$ cat src/logic/msss_pkg.sv
// shared constants and types of the measurement start/stop sequencer
// assumes a single 10 MHz system clock

package msss_pkg;

    // ------------------------------------------------------------
    // timing
    // ------------------------------------------------------------
    localparam int CLK_PERIOD_NS = 100;
    // least time a card write needs on the backplane
    localparam int ACCESS_NS = 300;
    localparam int ACC_CYC_I = (ACCESS_NS + CLK_PERIOD_NS - 1) / CLK_PERIOD_NS;
    // least settle time after the backplane clock is enabled
    localparam int SETTLE_NS = 1000;
    localparam int SETTLE_CYC_I = (SETTLE_NS + CLK_PERIOD_NS - 1) / CLK_PERIOD_NS;
    localparam int CNT_W = 8;
    localparam logic [CNT_W-1:0] ACC_CYC = CNT_W'((ACC_CYC_I < 1) ? 1 : ACC_CYC_I);
    localparam logic [CNT_W-1:0] SETTLE_CYC = CNT_W'((SETTLE_CYC_I < 1) ? 1 : SETTLE_CYC_I);
    localparam logic [CNT_W-1:0] CNT_ONE = 8'h01;
    localparam logic [CNT_W-1:0] CNT_ZERO = 8'h00;

    // ------------------------------------------------------------
    // encodings
    // ------------------------------------------------------------
    localparam logic CMD_STOP = 1'h0;
    localparam logic CMD_START = 1'h1;
    localparam logic KEEP_CLK_OFF = 1'h0;
    localparam logic KEEP_CLK_ON = 1'h1;
    localparam logic MODE_CONFIG = 1'h0;
    localparam logic MODE_MEASURE = 1'h1;
    localparam logic TRIG_CLEAR = 1'h0;
    localparam logic TRIG_ACTIVE = 1'h1;
    localparam logic BP_CLK_RESET = 1'h1;
    localparam int STAT_RUN_BIT = 0;
    localparam int STAT_CLK_BIT = 1;

    typedef enum logic [2:0] {
        MSSS_IDLE,
        MSSS_CLK_ON,
        MSSS_CLR,
        MSSS_CFG,
        MSSS_MEAS,
        MSSS_TRIG,
        MSSS_CLK_OFF,
        MSSS_DONE
    } msss_state_t;

endpackage

$ cat src/logic/msss_walk_if.sv
// carrier between the sequencer and its card list walker
// assumes both ends share sys_clk

`timescale 1ns/1ps

interface msss_walk_if #(parameter int IDX_W = 3);
    logic load;
    logic load_rev;
    logic step;
    logic [IDX_W:0] len;
    logic [IDX_W-1:0] idx;
    logic rev;
    logic last;
    logic empty;

    modport ctrl (output load, load_rev, step, len, input idx, rev, last, empty);
    modport walk (input load, load_rev, step, len, output idx, rev, last, empty);
endinterface

$ cat src/logic/msss_sync.sv
// two-stage level synchroniser
// assumes the input is asynchronous to sys_clk

`timescale 1ns/1ps

module msss_sync #(
    parameter int W = 1
) (
    input wire logic sys_clk,
    input wire logic rst,
    input wire logic [W-1:0] d,
    output logic [W-1:0] q
);
    logic [W-1:0] meta_reg;
    logic [W-1:0] q_reg;

    always_ff @(posedge sys_clk) begin
        if (rst) begin
            meta_reg <= '0;
            q_reg <= '0;
        end else begin
            meta_reg <= d;
            q_reg <= meta_reg;
        end
    end

    assign q = q_reg;
endmodule

$ cat src/logic/msss_walker.sv
// card list index walker, forward or reverse
// assumes step is only given while the list is not empty

`timescale 1ns/1ps

module msss_walker #(
    parameter int IDX_W = 3
) (
    input wire logic sys_clk,
    input wire logic rst,
    msss_walk_if.walk w
);
    logic [IDX_W-1:0] idx_reg;
    logic rev_reg;
    logic [IDX_W-1:0] top_idx;
    logic [IDX_W-1:0] start_idx;

    assign top_idx = IDX_W'(w.len - 1'b1);
    assign start_idx = w.load_rev ? top_idx : '0;

    always_ff @(posedge sys_clk) begin
        if (rst) begin
            idx_reg <= '0;
            rev_reg <= 1'b0;
        end else if (w.load) begin
            idx_reg <= start_idx;
            rev_reg <= w.load_rev;
        end else if (w.step) begin
            idx_reg <= rev_reg ? IDX_W'(idx_reg - 1'b1) : IDX_W'(idx_reg + 1'b1);
        end
    end

    assign w.idx = idx_reg;
    assign w.rev = rev_reg;
    assign w.empty = (w.len == '0);
    assign w.last = rev_reg ? (idx_reg == '0) : (idx_reg == top_idx);
endmodule

$ cat src/logic/msss_top.sv
// measurement start/stop sequencer for backplane instrument cards
// assumes the command, list and query ports come from logic on sys_clk,
// the clock-present sense comes from a pin

`timescale 1ns/1ps

module msss_top
    import msss_pkg::*;
#(
    parameter int MAX_CARDS = 8,
    parameter int SLOT_W = 4,
    parameter int IDX_W = $clog2(MAX_CARDS)
) (
    input wire logic sys_clk,
    input wire logic rst,
    input wire logic cmd_valid,
    input wire logic cmd_start,
    input wire logic cmd_keep_clk,
    input wire logic status_query,
    input wire logic [IDX_W:0] list_len,
    input wire logic [MAX_CARDS*SLOT_W-1:0] list_slots,
    input wire logic [(1<<SLOT_W)-1:0] continuous_mask,
    input wire logic bp_clk_sense,
    output logic bp_clk_en,
    output logic [SLOT_W-1:0] slot_select,
    output logic card_mode_select,
    output logic card_soft_trigger_control,
    output logic continuous_generate_select,
    output logic card_wr,
    output logic test_running,
    output logic status_valid,
    output logic [1:0] status_data
);

    // ------------------------------------------------------------
    // helpers
    // ------------------------------------------------------------
    function automatic logic [SLOT_W-1:0] slot_of(input logic [MAX_CARDS*SLOT_W-1:0] l,
                                                  input logic [IDX_W-1:0] i);
        return l[i*SLOT_W +: SLOT_W];
    endfunction

    // ------------------------------------------------------------
    // state
    // ------------------------------------------------------------
    msss_state_t state_reg;
    msss_state_t state_next;
    logic [CNT_W-1:0] wait_reg;
    logic [CNT_W-1:0] wait_next;
    logic issued_reg;
    logic issued_next;
    logic keep_reg;
    logic stopping_reg;
    logic running_reg;
    logic was_run_reg;
    logic bp_clk_en_reg;
    logic [SLOT_W-1:0] slot_reg;
    logic mode_reg;
    logic trig_reg;
    logic cont_reg;
    logic card_wr_reg;
    logic status_valid_reg;
    logic [1:0] status_data_reg;
    logic issue;
    logic walk_load;
    logic walk_load_rev;
    logic walk_step;
    logic clk_present;

    msss_walk_if #(.IDX_W(IDX_W)) walk ();

    msss_walker #(.IDX_W(IDX_W)) u_walker (
        .sys_clk(sys_clk),
        .rst(rst),
        .w(walk)
    );

    msss_sync #(.W(1)) u_clk_sense (
        .sys_clk(sys_clk),
        .rst(rst),
        .d(bp_clk_sense),
        .q(clk_present)
    );

    assign walk.load = walk_load;
    assign walk.load_rev = walk_load_rev;
    assign walk.step = walk_step;
    assign walk.len = list_len;

    // ------------------------------------------------------------
    // decoding
    // ------------------------------------------------------------
    wire accept = (state_reg == MSSS_IDLE) && cmd_valid;
    wire card_op = (state_reg == MSSS_CLR) || (state_reg == MSSS_CFG) ||
                   (state_reg == MSSS_MEAS) || (state_reg == MSSS_TRIG);
    // clearing leaves a measuring card in its mode until every trigger is off
    wire clr_mode = was_run_reg ? MODE_MEASURE : MODE_CONFIG;
    wire op_mode = ((state_reg == MSSS_MEAS) || (state_reg == MSSS_TRIG)) ? MODE_MEASURE :
                   (state_reg == MSSS_CLR) ? clr_mode : MODE_CONFIG;
    wire op_trig = (state_reg == MSSS_TRIG) ? TRIG_ACTIVE : TRIG_CLEAR;
    wire [SLOT_W-1:0] cur_slot = slot_of(list_slots, walk.idx);

    // ------------------------------------------------------------
    // sequence
    // ------------------------------------------------------------
    always_comb begin
        state_next = state_reg;
        wait_next = wait_reg;
        issued_next = issued_reg;
        issue = 1'b0;
        walk_load = 1'b0;
        walk_load_rev = 1'b0;
        walk_step = 1'b0;
        case (state_reg)
            MSSS_IDLE: begin
                if (cmd_valid) begin
                    state_next = MSSS_CLK_ON;
                    wait_next = SETTLE_CYC - CNT_ONE;
                end
            end
            MSSS_CLK_ON: begin
                if (wait_reg != CNT_ZERO) begin
                    wait_next = wait_reg - CNT_ONE;
                end else if (walk.empty) begin
                    state_next = stopping_reg ? MSSS_DONE : MSSS_CLK_OFF;
                end else begin
                    state_next = MSSS_CLR;
                    walk_load = 1'b1;
                end
            end
            MSSS_CLR, MSSS_CFG, MSSS_MEAS, MSSS_TRIG: begin
                if (!issued_reg) begin
                    issue = 1'b1;
                    issued_next = 1'b1;
                    wait_next = ACC_CYC - CNT_ONE;
                end else if (wait_reg != CNT_ZERO) begin
                    wait_next = wait_reg - CNT_ONE;
                end else if (!walk.last) begin
                    issued_next = 1'b0;
                    walk_step = 1'b1;
                end else begin
                    issued_next = 1'b0;
                    walk_load = 1'b1;
                    case (state_reg)
                        MSSS_CLR: begin
                            // clearing precedes any mode change
                            state_next = MSSS_CFG;
                        end
                        MSSS_CFG: begin
                            state_next = stopping_reg ? MSSS_DONE : MSSS_MEAS;
                            walk_load_rev = 1'b1;
                        end
                        MSSS_MEAS: begin
                            // mode set before trigger
                            state_next = MSSS_TRIG;
                            walk_load_rev = 1'b1;
                        end
                        default: begin
                            state_next = MSSS_CLK_OFF;
                        end
                    endcase
                end
            end
            MSSS_CLK_OFF: begin
                state_next = MSSS_DONE;
            end
            default: begin
                state_next = MSSS_IDLE;
            end
        endcase
    end

    always_ff @(posedge sys_clk) begin
        if (rst) begin
            state_reg <= MSSS_IDLE;
            wait_reg <= CNT_ZERO;
            issued_reg <= 1'b0;
        end else begin
            state_reg <= state_next;
            wait_reg <= wait_next;
            issued_reg <= issued_next;
        end
    end

    // ------------------------------------------------------------
    // command latch and running flag
    // ------------------------------------------------------------
    always_ff @(posedge sys_clk) begin
        if (rst) begin
            keep_reg <= KEEP_CLK_OFF;
            stopping_reg <= 1'b0;
            running_reg <= 1'b0;
            was_run_reg <= 1'b0;
        end else if (accept) begin
            was_run_reg <= running_reg;
            keep_reg <= cmd_keep_clk;
            stopping_reg <= (cmd_start == CMD_STOP);
            running_reg <= running_reg || (cmd_start == CMD_START);
        end else if (state_reg == MSSS_DONE && stopping_reg) begin
            running_reg <= 1'b0;
        end
    end

    // ------------------------------------------------------------
    // backplane clock
    // ------------------------------------------------------------
    always_ff @(posedge sys_clk) begin
        if (rst) begin
            bp_clk_en_reg <= BP_CLK_RESET;
        end else if (accept) begin
            bp_clk_en_reg <= 1'b1;
        end else if (state_reg == MSSS_CLK_OFF && keep_reg == KEEP_CLK_OFF) begin
            bp_clk_en_reg <= 1'b0;
        end
    end

    // ------------------------------------------------------------
    // card writes
    // ------------------------------------------------------------
    always_ff @(posedge sys_clk) begin
        if (rst) begin
            card_wr_reg <= 1'b0;
            slot_reg <= '0;
            mode_reg <= MODE_CONFIG;
            trig_reg <= TRIG_CLEAR;
            cont_reg <= 1'b0;
        end else begin
            // strobes only leave after the clock settle wait
            card_wr_reg <= issue;
            if (issue) begin
                slot_reg <= cur_slot;
                mode_reg <= op_mode;
                trig_reg <= op_trig;
                // continuous cards ignore loop counts once triggered
                cont_reg <= continuous_mask[cur_slot];
            end
        end
    end

    // ------------------------------------------------------------
    // status query
    // ------------------------------------------------------------
    always_ff @(posedge sys_clk) begin
        if (rst) begin
            status_valid_reg <= 1'b0;
            status_data_reg <= 2'h0;
        end else begin
            status_valid_reg <= status_query;
            if (status_query) begin
                status_data_reg[STAT_RUN_BIT] <= running_reg;
                status_data_reg[STAT_CLK_BIT] <= clk_present;
            end
        end
    end

    assign bp_clk_en = bp_clk_en_reg;
    assign slot_select = slot_reg;
    assign card_mode_select = mode_reg;
    assign card_soft_trigger_control = trig_reg;
    assign continuous_generate_select = cont_reg;
    assign card_wr = card_wr_reg;
    assign test_running = running_reg;
    assign status_valid = status_valid_reg;
    assign status_data = status_data_reg;
endmodule

$ cat config.mk
export PLATFORM = sky130hd
export DESIGN_NAME = msss_top
export DESIGN_NICKNAME = d
export VERILOG_FILES = /design/src/logic/msss_pkg.sv /design/src/logic/msss_walk_if.sv /design/src/logic/msss_sync.sv /design/src/logic/msss_walker.sv /design/src/logic/msss_top.sv
export SDC_FILE = /design/constraint.sdc
export NUM_CORES = 1
export LEC_CHECK = 0
export ABC_AREA = 1
export BUFFER_PORTS_ARGS = -buffer_cell sky130_fd_sc_hd__buf_2
export CORE_MARGIN = 1
export CORE_UTILIZATION = 50
export CTS_CLUSTER_DIAMETER = 50
export DETAILED_ROUTE_END_ITERATION = 7
export PLACE_DENSITY = 0.78
export SLEW_MARGIN = 5
export SYNTH_ARGS = -nofsm -noshare
export SYNTH_HDL_FRONTEND = slang
export SYNTH_SLANG_ARGS = --single-unit
export TNS_END_PERCENT = 1
$ cat constraint.sdc
create_clock -name sys_clk -period 5.8 [get_ports sys_clk]
set_input_delay 1.45 -clock sys_clk [delete_from_list [all_inputs] [get_ports sys_clk]]
set_output_delay 1.45 -clock sys_clk [all_outputs]
set_load 0.01 [all_outputs]
==> results of run 1 <==
-- cell usage after synthesis (2+ instances only) --
| master | n | area share [%] |
|---|---|---|
| nand4_1 | 4 | 1.0 |
| ha_1 | 6 | 3.1 |
| clkbuf_1 | 3 | 0.47 |
| o22ai_1 | 3 | 0.78 |
| buf_4 | 3 | 0.93 |
| nor3_1 | 6 | 1.2 |
| a21oi_1 | 19 | 3.9 |
| nand3_2 | 2 | 0.83 |
| nand3b_1 | 3 | 0.93 |
| nand3_1 | 39 | 8.1 |
| nand3_4 | 2 | 1.4 |
| nor2_1 | 35 | 5.4 |
| inv_2 | 6 | 0.93 |
| xnor2_1 | 2 | 0.72 |
| dfxtp_1 | 34 | 28 |
| a21oi_2 | 2 | 0.72 |
| inv_1 | 63 | 9.8 |
| buf_2 | 3 | 0.62 |
| nand2_1 | 80 | 12 |
| nand2_2 | 2 | 0.52 |
| xor2_1 | 6 | 2.2 |
| o21ai_0 | 29 | 6.0 |
| o21ai_2 | 3 | 1.1 |
-- worst max-delay path: stages --
cell and delay [ps]:
buf_2 90, inv_1 50, ha_1 320, o21ai_0 160, a21oi_1 70, nand3_2 100, o21ai_2 70, a21boi_1 300
nand2_1 90, nand3_1 80, nand2_1 50, inv_1 40
-- cell type report --
cell class / instances / area [um2]
timing repair buffer: 71 / 355
clock buffer: 6 / 82.6
fill: 423 / 1650
inverter: 70 / 263
tap: 52 / 65.1
multi-input combinational: 260 / 1400
sequential: 34 / 681
clock inverter: 2 / 12.5
-- stage by stage --
step / std cells / hold slack (ps) / util, % / total power, mW / instance area (um2)
6_report: 495 / 407 / 63.4 / 1.29 / 2860
5_1_grt: 495 / 429 / 63.4 / 1.41 / 2860
4_1_cts: 495 / 409 / 63.4 / 1.29 / 2860
3_5_place_dp: 487 / 398 / 61.3 / 1.10 / 2760
3_3_place_gp: 487 / 391 / 61.3 / 1.09 / 2760
2_1_floorplan: 375 / 388 / - / 0.972 / 2420
-- power by group through the flow --
stage / registers (mW) / clock network, mW / logic (mW)
6_report: 0.357 / 0.183 / 0.748
5_1_grt: 0.364 / 0.199 / 0.851
4_1_cts: 0.356 / 0.189 / 0.748
3_5_place_dp: 0.362 / 0 / 0.743
3_3_place_gp: 0.359 / 0 / 0.731
2_1_floorplan: 0.333 / 0 / 0.638
-- per-layer routing --
layer / part of all wire [%] / global-route usage, % / vias to the layer above
li1: - / - / 1340
met1: 45 / 28.5 / 1097
met2: 47 / 40.7 / 86
met3: 6.3 / 6.19 / 6
met5: 0 / 0 / -
met4: 1.2 / 9.15 / 0
-- worst max-delay path by stage --
stage                 from                 to  slack (ps)  cells past startpoint
6_report       list_len[0]  u_walker.w.idx[0]        3180                     12
5_1_grt        list_len[0]  u_walker.w.idx[1]        2980                     12
2_1_floorplan  list_len[0]       state_reg[2]        3140                     10
3_5_place_dp   list_len[0]  u_walker.w.idx[0]        2900                     12
4_1_cts        list_len[0]  u_walker.w.idx[0]        3190                     12
3_3_place_gp   list_len[0]       state_reg[2]        2950                     11
-- cell families (layout without fill, tap and decap cells) --
group	Yosys count	in the layout	synth area share, %
xor+xnor	8	8	2.90
buf+inv	81	149	14.0
compound gates	65	65	15.5
flops	34	34	28.2
fa+ha+maj	7	7	3.93
simple gates	180	180	35.5
==> flow_metrics.py, run 1 <==
metrics = {
    "global_route": {
        "grt_pass1_vias": 2323,
        "grt_antenna_before_repair": 0,
        "grt_max_degree": 21,
        "grt-ovfl-total": 0,
        "grt_pass1_wl_um": 9670,
        "grt_util_all_layers_pct": 23.7,
    },
    "synth": {
        "synth-seq-cells": 34,
        "netlist_instances": 375,
        "syn-num-nets": 441,
        "syn_area_um2": 2420,
        "synth_flop_cell": "dfxtp_1",
        "synth-edff-count": 0,
        "yosysSeqAreaShare_pct": 28.2,
        "syn_area_per_cell_um2": 6.45,
        "async_flop_share_pct": 0,
        "yosysUniqueCellTypes": 43,
        "yosysWarnings": 0,
    },
    "floorplan": {
        "num_rows": 24,
        "core_um2": 4500,
        "die-area_um2": 5120,
        "dieWidth_um": 71.5,
        "initial_utilization_pct": 53.7,
        "fp.dieH_um": 71.5,
        "ioPinCount": 72,
    },
    "min_path": {
        "holdPathStages": 2,
        "whs_endpoint": "u_clk_sense.q",
        "min-delay-start": "u_clk_sense.meta_reg",
        "hold_class": "flop to flop",
    },
    "route": {
        "drtPass1Iterations": 4,
        "drt-initial-drc-count": 141,
        "drc_errors": 0,
        "num_vias": 2529,
        "post_drt_wl_per_cell_um": 11.2,
        "post_drt_via_cell_ratio": 5.11,
        "drt_wl_total_um": 5540,
        "ant_nets": 0,
    },
    "setup_path": {
        "critical_path_arrival_ps": 2860,
        "path_class": "primary input to flop",
        "reg2reg_depth": 8,
        "rr_startpoint": "state_reg[1]",
        "startpoint_type": "primary input",
        "path_max_fanout": 4,
        "cp.required_ps": 6040,
        "timing.rr.end": "state_reg[0]",
        "reg2reg_slack_ps": 3310,
        "worstSetupEndpointType": "flop",
    },
    "cts": {
        "cts.sinks": 34,
        "cts_tree": "yes",
        "cts_buffers": 5,
        "clockRootBuffer": "clkbuf_8",
        "clock_latency_ps": 290,
        "post_cts_resized": 0,
        "cts_buffer_depth": 2,
        "cts_hold_buf": 0,
        "h-tree-depth": 2,
        "clkTransAtPathRegs_ps": 70,
        "cts_setup_buffers": 0,
    },
    "timing": {
        "relSlewSlack_pct": 42.4,
        "setup_slack_ps": 3180,
        "period_needed_ps": 2620,
        "fin_tns_setup_ps": 0,
        "fmax_ghz": 0.382,
        "finClkSkew_ps": 6.68,
        "hold_viol": 0,
        "rsz0062_at_grt": "false",
        "min_period_over_period_pct": 45.2,
        "final_max_slew_viol_count": 0,
        "finalSetupViolCount": 0,
        "tightestPinTransition_ps": 860,
    },
    "power": {
        "p_clk_share_pct": 14.2,
        "ir_drop_mv": 0.218,
        "comb_power_share_pct": 58.1,
        "power.density_nw_per_um2": 451,
        "pwr-share-seq_pct": 27.7,
        "p_sw_share_pct": 48.6,
        "p_leak_nw": 1.49,
        "p_int_mw": 0.662,
        "p_sw_mw": 0.626,
    },
    "layout": {
        "num-nets-final": 508,
        "syn_to_final_growth_pct": 18.2,
        "largest_reg_flops": 8,
        "layout-drive-gt1-share_pct": 23.5,
        "final_cell_mix": "80 x nand2_1, 71 x buf_2, 63 x inv_1",
        "diodes": 0,
        "final_common_cell": "nand2_1",
    },
    "placement": {
        "dp_slack_ps": 2900,
        "dp_hpwl_um": 4300,
        "routabilityCongestion": 0.947,
        "portBuffers": 71,
    },
    "job": {
        "drv_cap": 0,
    },
    "outcome": {
        "status": "completed",
    },
}
Note: power is estimated with default switching activity, not from simulation.
==> run 2, diff against run 1 <==
--- a/config.mk
+++ b/config.mk
@@ -5,13 +5,13 @@
 export SDC_FILE = /design/constraint.sdc
 export NUM_CORES = 1
 export LEC_CHECK = 0
-export ABC_AREA = 1
+export ABC_AREA = 0
 export BUFFER_PORTS_ARGS = -buffer_cell sky130_fd_sc_hd__buf_2
 export CORE_MARGIN = 1
-export CORE_UTILIZATION = 50
+export CORE_UTILIZATION = 46
 export CTS_CLUSTER_DIAMETER = 50
 export DETAILED_ROUTE_END_ITERATION = 7
-export PLACE_DENSITY = 0.78
+export PLACE_DENSITY = 0.76
 export SLEW_MARGIN = 5
 export SYNTH_ARGS = -nofsm -noshare
 export SYNTH_HDL_FRONTEND = slang
==> constraint.sdc (replaced) <==
create_clock -name sys_clk -period 2.14 [get_ports sys_clk]
set_input_delay 0.535 -clock sys_clk [delete_from_list [all_inputs] [get_ports sys_clk]]
set_output_delay 0.535 -clock sys_clk [all_outputs]
set_load 0.01 [all_outputs]
==> run 2 against run 1 <==
Compared with the run above:
- the run now ends with negative setup slack left
- global-route usage about the same
- setup slack got worse by 3300 ps
- clock-buffer cell count is 1 lower
- largest power group unchanged
- power increased to 3.0 times the previous value
- routed wire length rose by 2.3%
- critical path depth down 5
- combinational power grew to 3.2 times the previous value
- utilization grew 2.6 points
- synthesized cell count is 32% lower
- clock skew down 0.74 ps
==> flow_metrics.py, run 2 <==
metrics = {
    "layout": {
        "num-nets-final": 422,
        "syn_to_final_growth_pct": 33.5,
        "final_cells": 408,
        "final_common_cell": "buf_2",
        "layout-drive-gt1-share_pct": 39.6,
        "diodes": 0,
        "largest_reg_flops": 8,
        "final_cell_mix": "71 x buf_2, 40 x nor2_1, 35 x buf_4",
    },
    "timing": {
        "relSlewSlack_pct": 67.9,
        "final_max_slew_viol_count": 0,
        "setup_slack_ps": -71.8,
        "hold_viol": 0,
        "rsz0062_at_grt": "true",
        "finalSetupViolCount": 1,
        "finClkSkew_ps": 5.94,
        "period_needed_ps": 2210,
        "tightestPinTransition_ps": 479,
        "fmax_ghz": 0.452,
        "min_period_over_period_pct": 103,
    },
    "power": {
        "ir_drop_mv": 0.510,
        "p_sw_mw": 1.61,
        "power.density_nw_per_um2": 1290,
        "p_leak_nw": 1.31,
        "p_clk_share_pct": 11.8,
        "p_int_mw": 2.23,
        "p_sw_share_pct": 42.0,
        "comb_power_share_pct": 62.6,
        "pwr-share-seq_pct": 25.6,
    },
    "floorplan": {
        "num_rows": 24,
        "dieWidth_um": 71.6,
        "initial_utilization_pct": 49.5,
        "die-area_um2": 5130,
        "ioPinCount": 72,
        "core_um2": 4500,
        "fp.dieH_um": 71.6,
    },
    "placement": {
        "dp_hpwl_um": 4320,
        "routabilityCongestion": 0.881,
        "dp_slack_ps": -266,
        "portBuffers": 71,
        "dp_cells": 397,
    },
    "global_route": {
        "grt-ovfl-total": 0,
        "grt_util_all_layers_pct": 23.8,
        "grt_pass1_vias": 2136,
        "grt_max_degree": 32,
        "grt_antenna_before_repair": 0,
        "grt_pass1_wl_um": 9560,
    },
    "setup_path": {
        "cp.required_ps": 2320,
        "crit_buf_inv": 1,
        "rr_startpoint": "u_walker.w.idx[0]",
        "timing.rr.end": "continuous_generate_select",
        "path_max_fanout": 5,
        "reg2reg_slack_ps": -70,
        "startpoint_type": "flop",
        "slowest_delay_ps": 510,
        "path_delay_family": "multiplexers",
        "reg2reg_depth": 7,
        "path_cells": "buf_12 -> mux4_2 -> mux2i_4 -> mux2_4 -> or3_4 -> nand4_1 -> o211ai_2",
        "worstSetupEndpointType": "flop",
        "cp_slowest_cell": "mux4_2",
        "critical_path_arrival_ps": 2390,
        "path_class": "flop to flop",
    },
    "cts": {
        "cts.sinks": 34,
        "cts_hold_buf": 0,
        "clkTransAtPathRegs_ps": 70,
        "cts_tree": "yes",
        "clock_latency_ps": 300,
        "cts_buffers": 5,
        "cts_buffer_depth": 2,
        "h-tree-depth": 2,
        "clockRootBuffer": "clkbuf_8",
    },
    "route": {
        "drt-initial-drc-count": 117,
        "num_vias": 2267,
        "post_drt_wl_per_cell_um": 13.9,
        "post_drt_via_cell_ratio": 5.56,
        "ant_nets": 0,
        "drt_wl_total_um": 5670,
        "drtPass1Iterations": 4,
        "drc_errors": 0,
    },
    "synth": {
        "synthTopCellsByArea": "dfxtp_1 31%, nor2_1 6.7%, mux4_1 4.7%",
        "yosysSeqAreaShare_pct": 30.5,
        "yosysWarnings": 0,
        "async_flop_share_pct": 0,
        "yosysUniqueCellTypes": 56,
        "netlist_instances": 255,
        "yosysTopAreaCell": "dfxtp_1",
        "syn_area_per_cell_um2": 8.74,
        "synth_flop_cell": "dfxtp_1",
        "synth-edff-count": 0,
        "syn-num-nets": 321,
        "synth_most_common_cell": "nor2_1",
        "synth_top_cells_by_count": "40 x nor2_1, 34 x dfxtp_1, 14 x a21oi_1, 14 x nor3_1, 13 x nand2_1",
        "synth-seq-cells": 34,
        "syn_area_um2": 2230,
        "synth_top_area_share_pct": 30.5,
    },
    "min_path": {
        "whs_endpoint": "stopping_reg",
        "min-delay-start": "cmd_start",
        "hold_class": "primary input to flop",
        "holdPathStages": 2,
    },
    "job": {
        "drv_cap": 0,
    },
    "outcome": {
        "violations": "negative setup slack",
        "status": "complete, but fails checks",
    },
}
-- run 2: changes by cell type after synthesis, moves of 6 or more --
cell     change
mux2i_1     +10
inv_1       -51
inv_2        -6
o21ai_0     -24
nand2_1     -67
nor3_1       +8
nand3_1     -37
-- run 2: cell type report --
class / instances / area [um2]
fillers: 397 / 1530
multi-input cells: 195 / 1450
flip-flops and latches: 34 / 686
repair buffers: 108 / 653
clock buffers: 5 / 68.8
well taps: 52 / 65.1
inverters: 12 / 45.0
clock inverters: 2 / 10.0
-- run 2: timing repair --
item | in CTS | in global routing
endpoints found under the setup margin | 1 | 8
resized for setup | 4 | 6
buffers inserted | 1 | 3
pin swaps | 2 | 3
-- run 2: how the worst max path moves through the flow --
stage                      startpoint                         end  slack (ps)  depth (start not counted)
floorplan              list_slots[13]  continuous_generate_select        -100                          6
detailed placement        list_len[0]                state_reg[2]        -270                         10
global route        u_walker.w.idx[0]  continuous_generate_select        -150                          7
global placement       list_slots[13]  continuous_generate_select        -220                          7
finish              u_walker.w.idx[0]  continuous_generate_select         -70                          7
CTS                 u_walker.w.idx[0]  continuous_generate_select         -50                          7
-- run 2: cells by family after synthesis --
logic type | after synthesis | share of synthesized area, %
simple gates | 101 | 22.3
compound gates | 54 | 17.5
flops | 34 | 30.5
buf+inv | 26 | 5.44
mux | 22 | 14.9
xor+xnor | 11 | 4.99
fa+ha+maj | 7 | 4.26
-- run 2: stage by stage --
| stage | power, mW | setup TNS (ps) | hold WS (ps) | area [um2] | util, % |
|---|---|---|---|---|---|
| 3_3_place_gp | 3.19 | -1460 | 421 | 2830 | 62.9 |
| 4_1_cts | 3.75 | -50.9 | 425 | 2930 | 65.1 |
| 2_1_floorplan | 2.51 | -437 | 414 | 2230 | - |
| 6_report | 3.85 | -71.8 | 435 | 2980 | 66.1 |
| 3_5_place_dp | 3.25 | -1810 | 433 | 2830 | 62.9 |
| 5_1_grt | 4.15 | -295 | 434 | 2980 | 66.1 |
-- run 2: worst register-to-register path, stage by stage, from the launching register on --
cell	delay, ps
dfxtp_4	370
buf_12	110
mux4_2	520
mux2i_4	270
mux2_4	330
or3_4	320
nand4_1	110
o211ai_2	80
-- run 2: power groups by stage --
stage	Combinational (mW)	Clock, mW	Sequential (mW)
floorplan	1.54	0	0.966
global placement	2.21	0	0.985
detailed placement	2.26	0	0.988
CTS	2.30	0.463	0.982
global route	2.65	0.487	1.01
finish	2.41	0.454	0.986
-- run 2: layer usage --
metal / share of wire [%] / GRT usage, % / vias up
met2: 51 / 39.9 / 62
met5: 0 / 0 / -
li1: - / - / 1131
met3: 3.5 / 6.19 / 9
met4: 1.4 / 7.63 / 0
met1: 44 / 29.8 / 1065
==> run 3, diff against run 2 <==
--- a/config.mk
+++ b/config.mk
@@ -5,15 +5,14 @@
 export SDC_FILE = /design/constraint.sdc
 export NUM_CORES = 1
 export LEC_CHECK = 0
-export ABC_AREA = 0
+export ABC_AREA = 1
 export BUFFER_PORTS_ARGS = -buffer_cell sky130_fd_sc_hd__buf_2
 export CORE_MARGIN = 1
-export CORE_UTILIZATION = 46
+export CORE_UTILIZATION = 47
 export CTS_CLUSTER_DIAMETER = 50
 export DETAILED_ROUTE_END_ITERATION = 7
-export PLACE_DENSITY = 0.76
+export PLACE_DENSITY = 0.77
 export SLEW_MARGIN = 5
 export SYNTH_ARGS = -nofsm -noshare
 export SYNTH_HDL_FRONTEND = slang
 export SYNTH_SLANG_ARGS = --single-unit
-export TNS_END_PERCENT = 1
==> run 3 against run 2 <==
Compared with the run above:
- the flow now finishes without violations
- critical endpoint is now u_walker.w.idx[2]
- cell count is 27% higher
- fmax up 19%
- sequential share of layout area increased by 0.055 points
==> flow_metrics.py, run 3 (synthesized netlist as in run 1, its figures left out) <==
metrics = {
    "timing": {
        "min_period_over_period_pct": 86.9,
        "fin_tns_setup_ps": 0,
        "fmax_ghz": 0.538,
        "setup_slack_ps": 281,
        "period_needed_ps": 1860,
        "tightestPinTransition_ps": 470,
        "relSlewSlack_pct": 68.5,
        "finalSetupViolCount": 0,
        "rsz0062_at_grt": "false",
        "hold_slack_ps": 408,
        "finClkSkew_ps": 3.76,
        "final_max_slew_viol_count": 0,
        "hold_viol": 0,
    },
    "route": {
        "num_vias": 2560,
        "drt-initial-drc-count": 85,
        "post_drt_via_cell_ratio": 4.92,
        "ant_nets": 0,
        "post_drt_wl_per_cell_um": 10.9,
        "drc_errors": 0,
        "drt_wl_total_um": 5650,
        "drtPass1Iterations": 4,
    },
    "floorplan": {
        "die-area_um2": 5430,
        "core_um2": 4850,
        "fp.dieH_um": 73.7,
        "dieWidth_um": 73.7,
        "ioPinCount": 72,
        "num_rows": 25,
        "initial_utilization_pct": 49.9,
    },
    "global_route": {
        "grt-ovfl-total": 0,
        "grt_pass1_vias": 2305,
        "grt_pass1_wl_um": 9580,
        "grt_max_degree": 20,
        "grt_util_all_layers_pct": 22.5,
        "grt_antenna_before_repair": 0,
    },
    "setup_path": {
        "startpoint_type": "flop",
        "path_delay_family": "compound AO/OA/AOI/OAI gates",
        "reg2reg_depth": 9,
        "worst-path-stages": 9,
        "worstSetupEndpointType": "flop",
        "cpMostUsedCell": "inv_1",
        "cp.required_ps": 2390,
        "path_cells": "inv_1 -> ha_1 -> inv_1 -> buf_4 -> o31ai_2 -> o21ai_0 -> inv_1 -> nand2_1 -> inv_1",
        "crit_buf_inv": 5,
        "path_class": "flop to flop",
        "path_max_fanout": 7,
        "cp_slowest_cell": "o31ai_2",
        "slowest_delay_ps": 440,
        "critical_path_arrival_ps": 2110,
    },
    "layout": {
        "largest_reg_flops": 8,
        "num-nets-final": 518,
        "syn_to_final_growth_pct": 21.9,
        "diodes": 0,
        "layout-drive-gt1-share_pct": 24.9,
        "final_cells": 520,
        "final_core_util_pct": 60.8,
        "final_cell_area_um2": 2950,
        "final_cell_mix": "80 x nand2_1, 71 x buf_2, 63 x inv_1",
        "final_common_cell": "nand2_1",
    },
    "power": {
        "power.density_nw_per_um2": 1220,
        "ir_drop_mv": 0.499,
        "p_total_mw": 3.59,
        "p_leak_nw": 1.54,
    },
    "placement": {
        "dp_hpwl_um": 4320,
        "placedInstanceArea_um2": 2860,
        "portBuffers": 71,
        "dp_cells": 512,
        "dp_slack_ps": 175,
        "routabilityCongestion": 0.881,
    },
    "cts": {
        "cts_hold_buf": 0,
        "cts_tree": "yes",
        "h-tree-depth": 2,
        "clock_latency_ps": 290,
        "clockRootBuffer": "clkbuf_8",
        "clkTransAtPathRegs_ps": 70,
        "cts_buffers": 5,
        "cts.sinks": 34,
        "cts_setup_buffers": 0,
        "post_cts_resized": 0,
        "cts_buffer_depth": 2,
    },
    "min_path": {
        "holdPathStages": 2,
        "hold_class": "flop to flop",
    },
    "outcome": {
        "status": "completed",
    },
    "job": {
        "drv_cap": 0,
    },
}
## run 3: changes by cell type in the layout (fill, tap and decap cells not counted), sizes merged, moves of 11 or more
cell,previous run,this run
nand3,2,43
mux2i,11,0
buf,108,81
inv,12,69
nand2,14,83
o21ai,5,33
## run 3: worst reg2reg max path, stage by stage, from the launching register on
cell     delay (ps)
dfxtp_1         330
inv_1            60
ha_1            310
inv_1           120
buf_4           180
o31ai_2         440
o21ai_0         180
inv_1            90
nand2_1          50
inv_1            40
## run 3: per-layer routing
layer | GRT usage (%) | vias up | routed length (um)
met3 | 4.80 | 9 | 319
li1 | - | 1354 | -
met2 | 40.2 | 66 | 2650
met4 | 8.33 | 0 | 87
met1 | 26.3 | 1131 | 2600
met5 | 0 | - | 0
## run 3: layout make-up
class | instances | area [um2]
fillers | 458 | 1900
multi-input cells | 260 | 1400
flip-flops and latches | 34 | 681
repair buffers | 81 | 430
inverters | 70 | 263
clock buffers | 7 | 86.3
well taps | 67 | 83.8
clock inverters | 1 | 5.00
## run 3: path summary, 6_finish.rpt
check | start | endpoint | slack [ps]
max | state_reg[1] | u_walker.w.idx[2] | 280
min | u_clk_sense.meta_reg | u_clk_sense.q | 410
max reg2reg | state_reg[1] | u_walker.w.idx[2] | 280
min reg2reg | u_clk_sense.meta_reg | u_clk_sense.q | 410
## run 3: report_power, final
part,switching [mW],total (mW),internal (mW),leakage [nW]
sequential,0.142,0.923,0.781,0.278
clock,0.234,0.493,0.259,0.0482
combinational,1.35,2.18,0.830,1.21
total,1.72,3.59,1.87,1.54
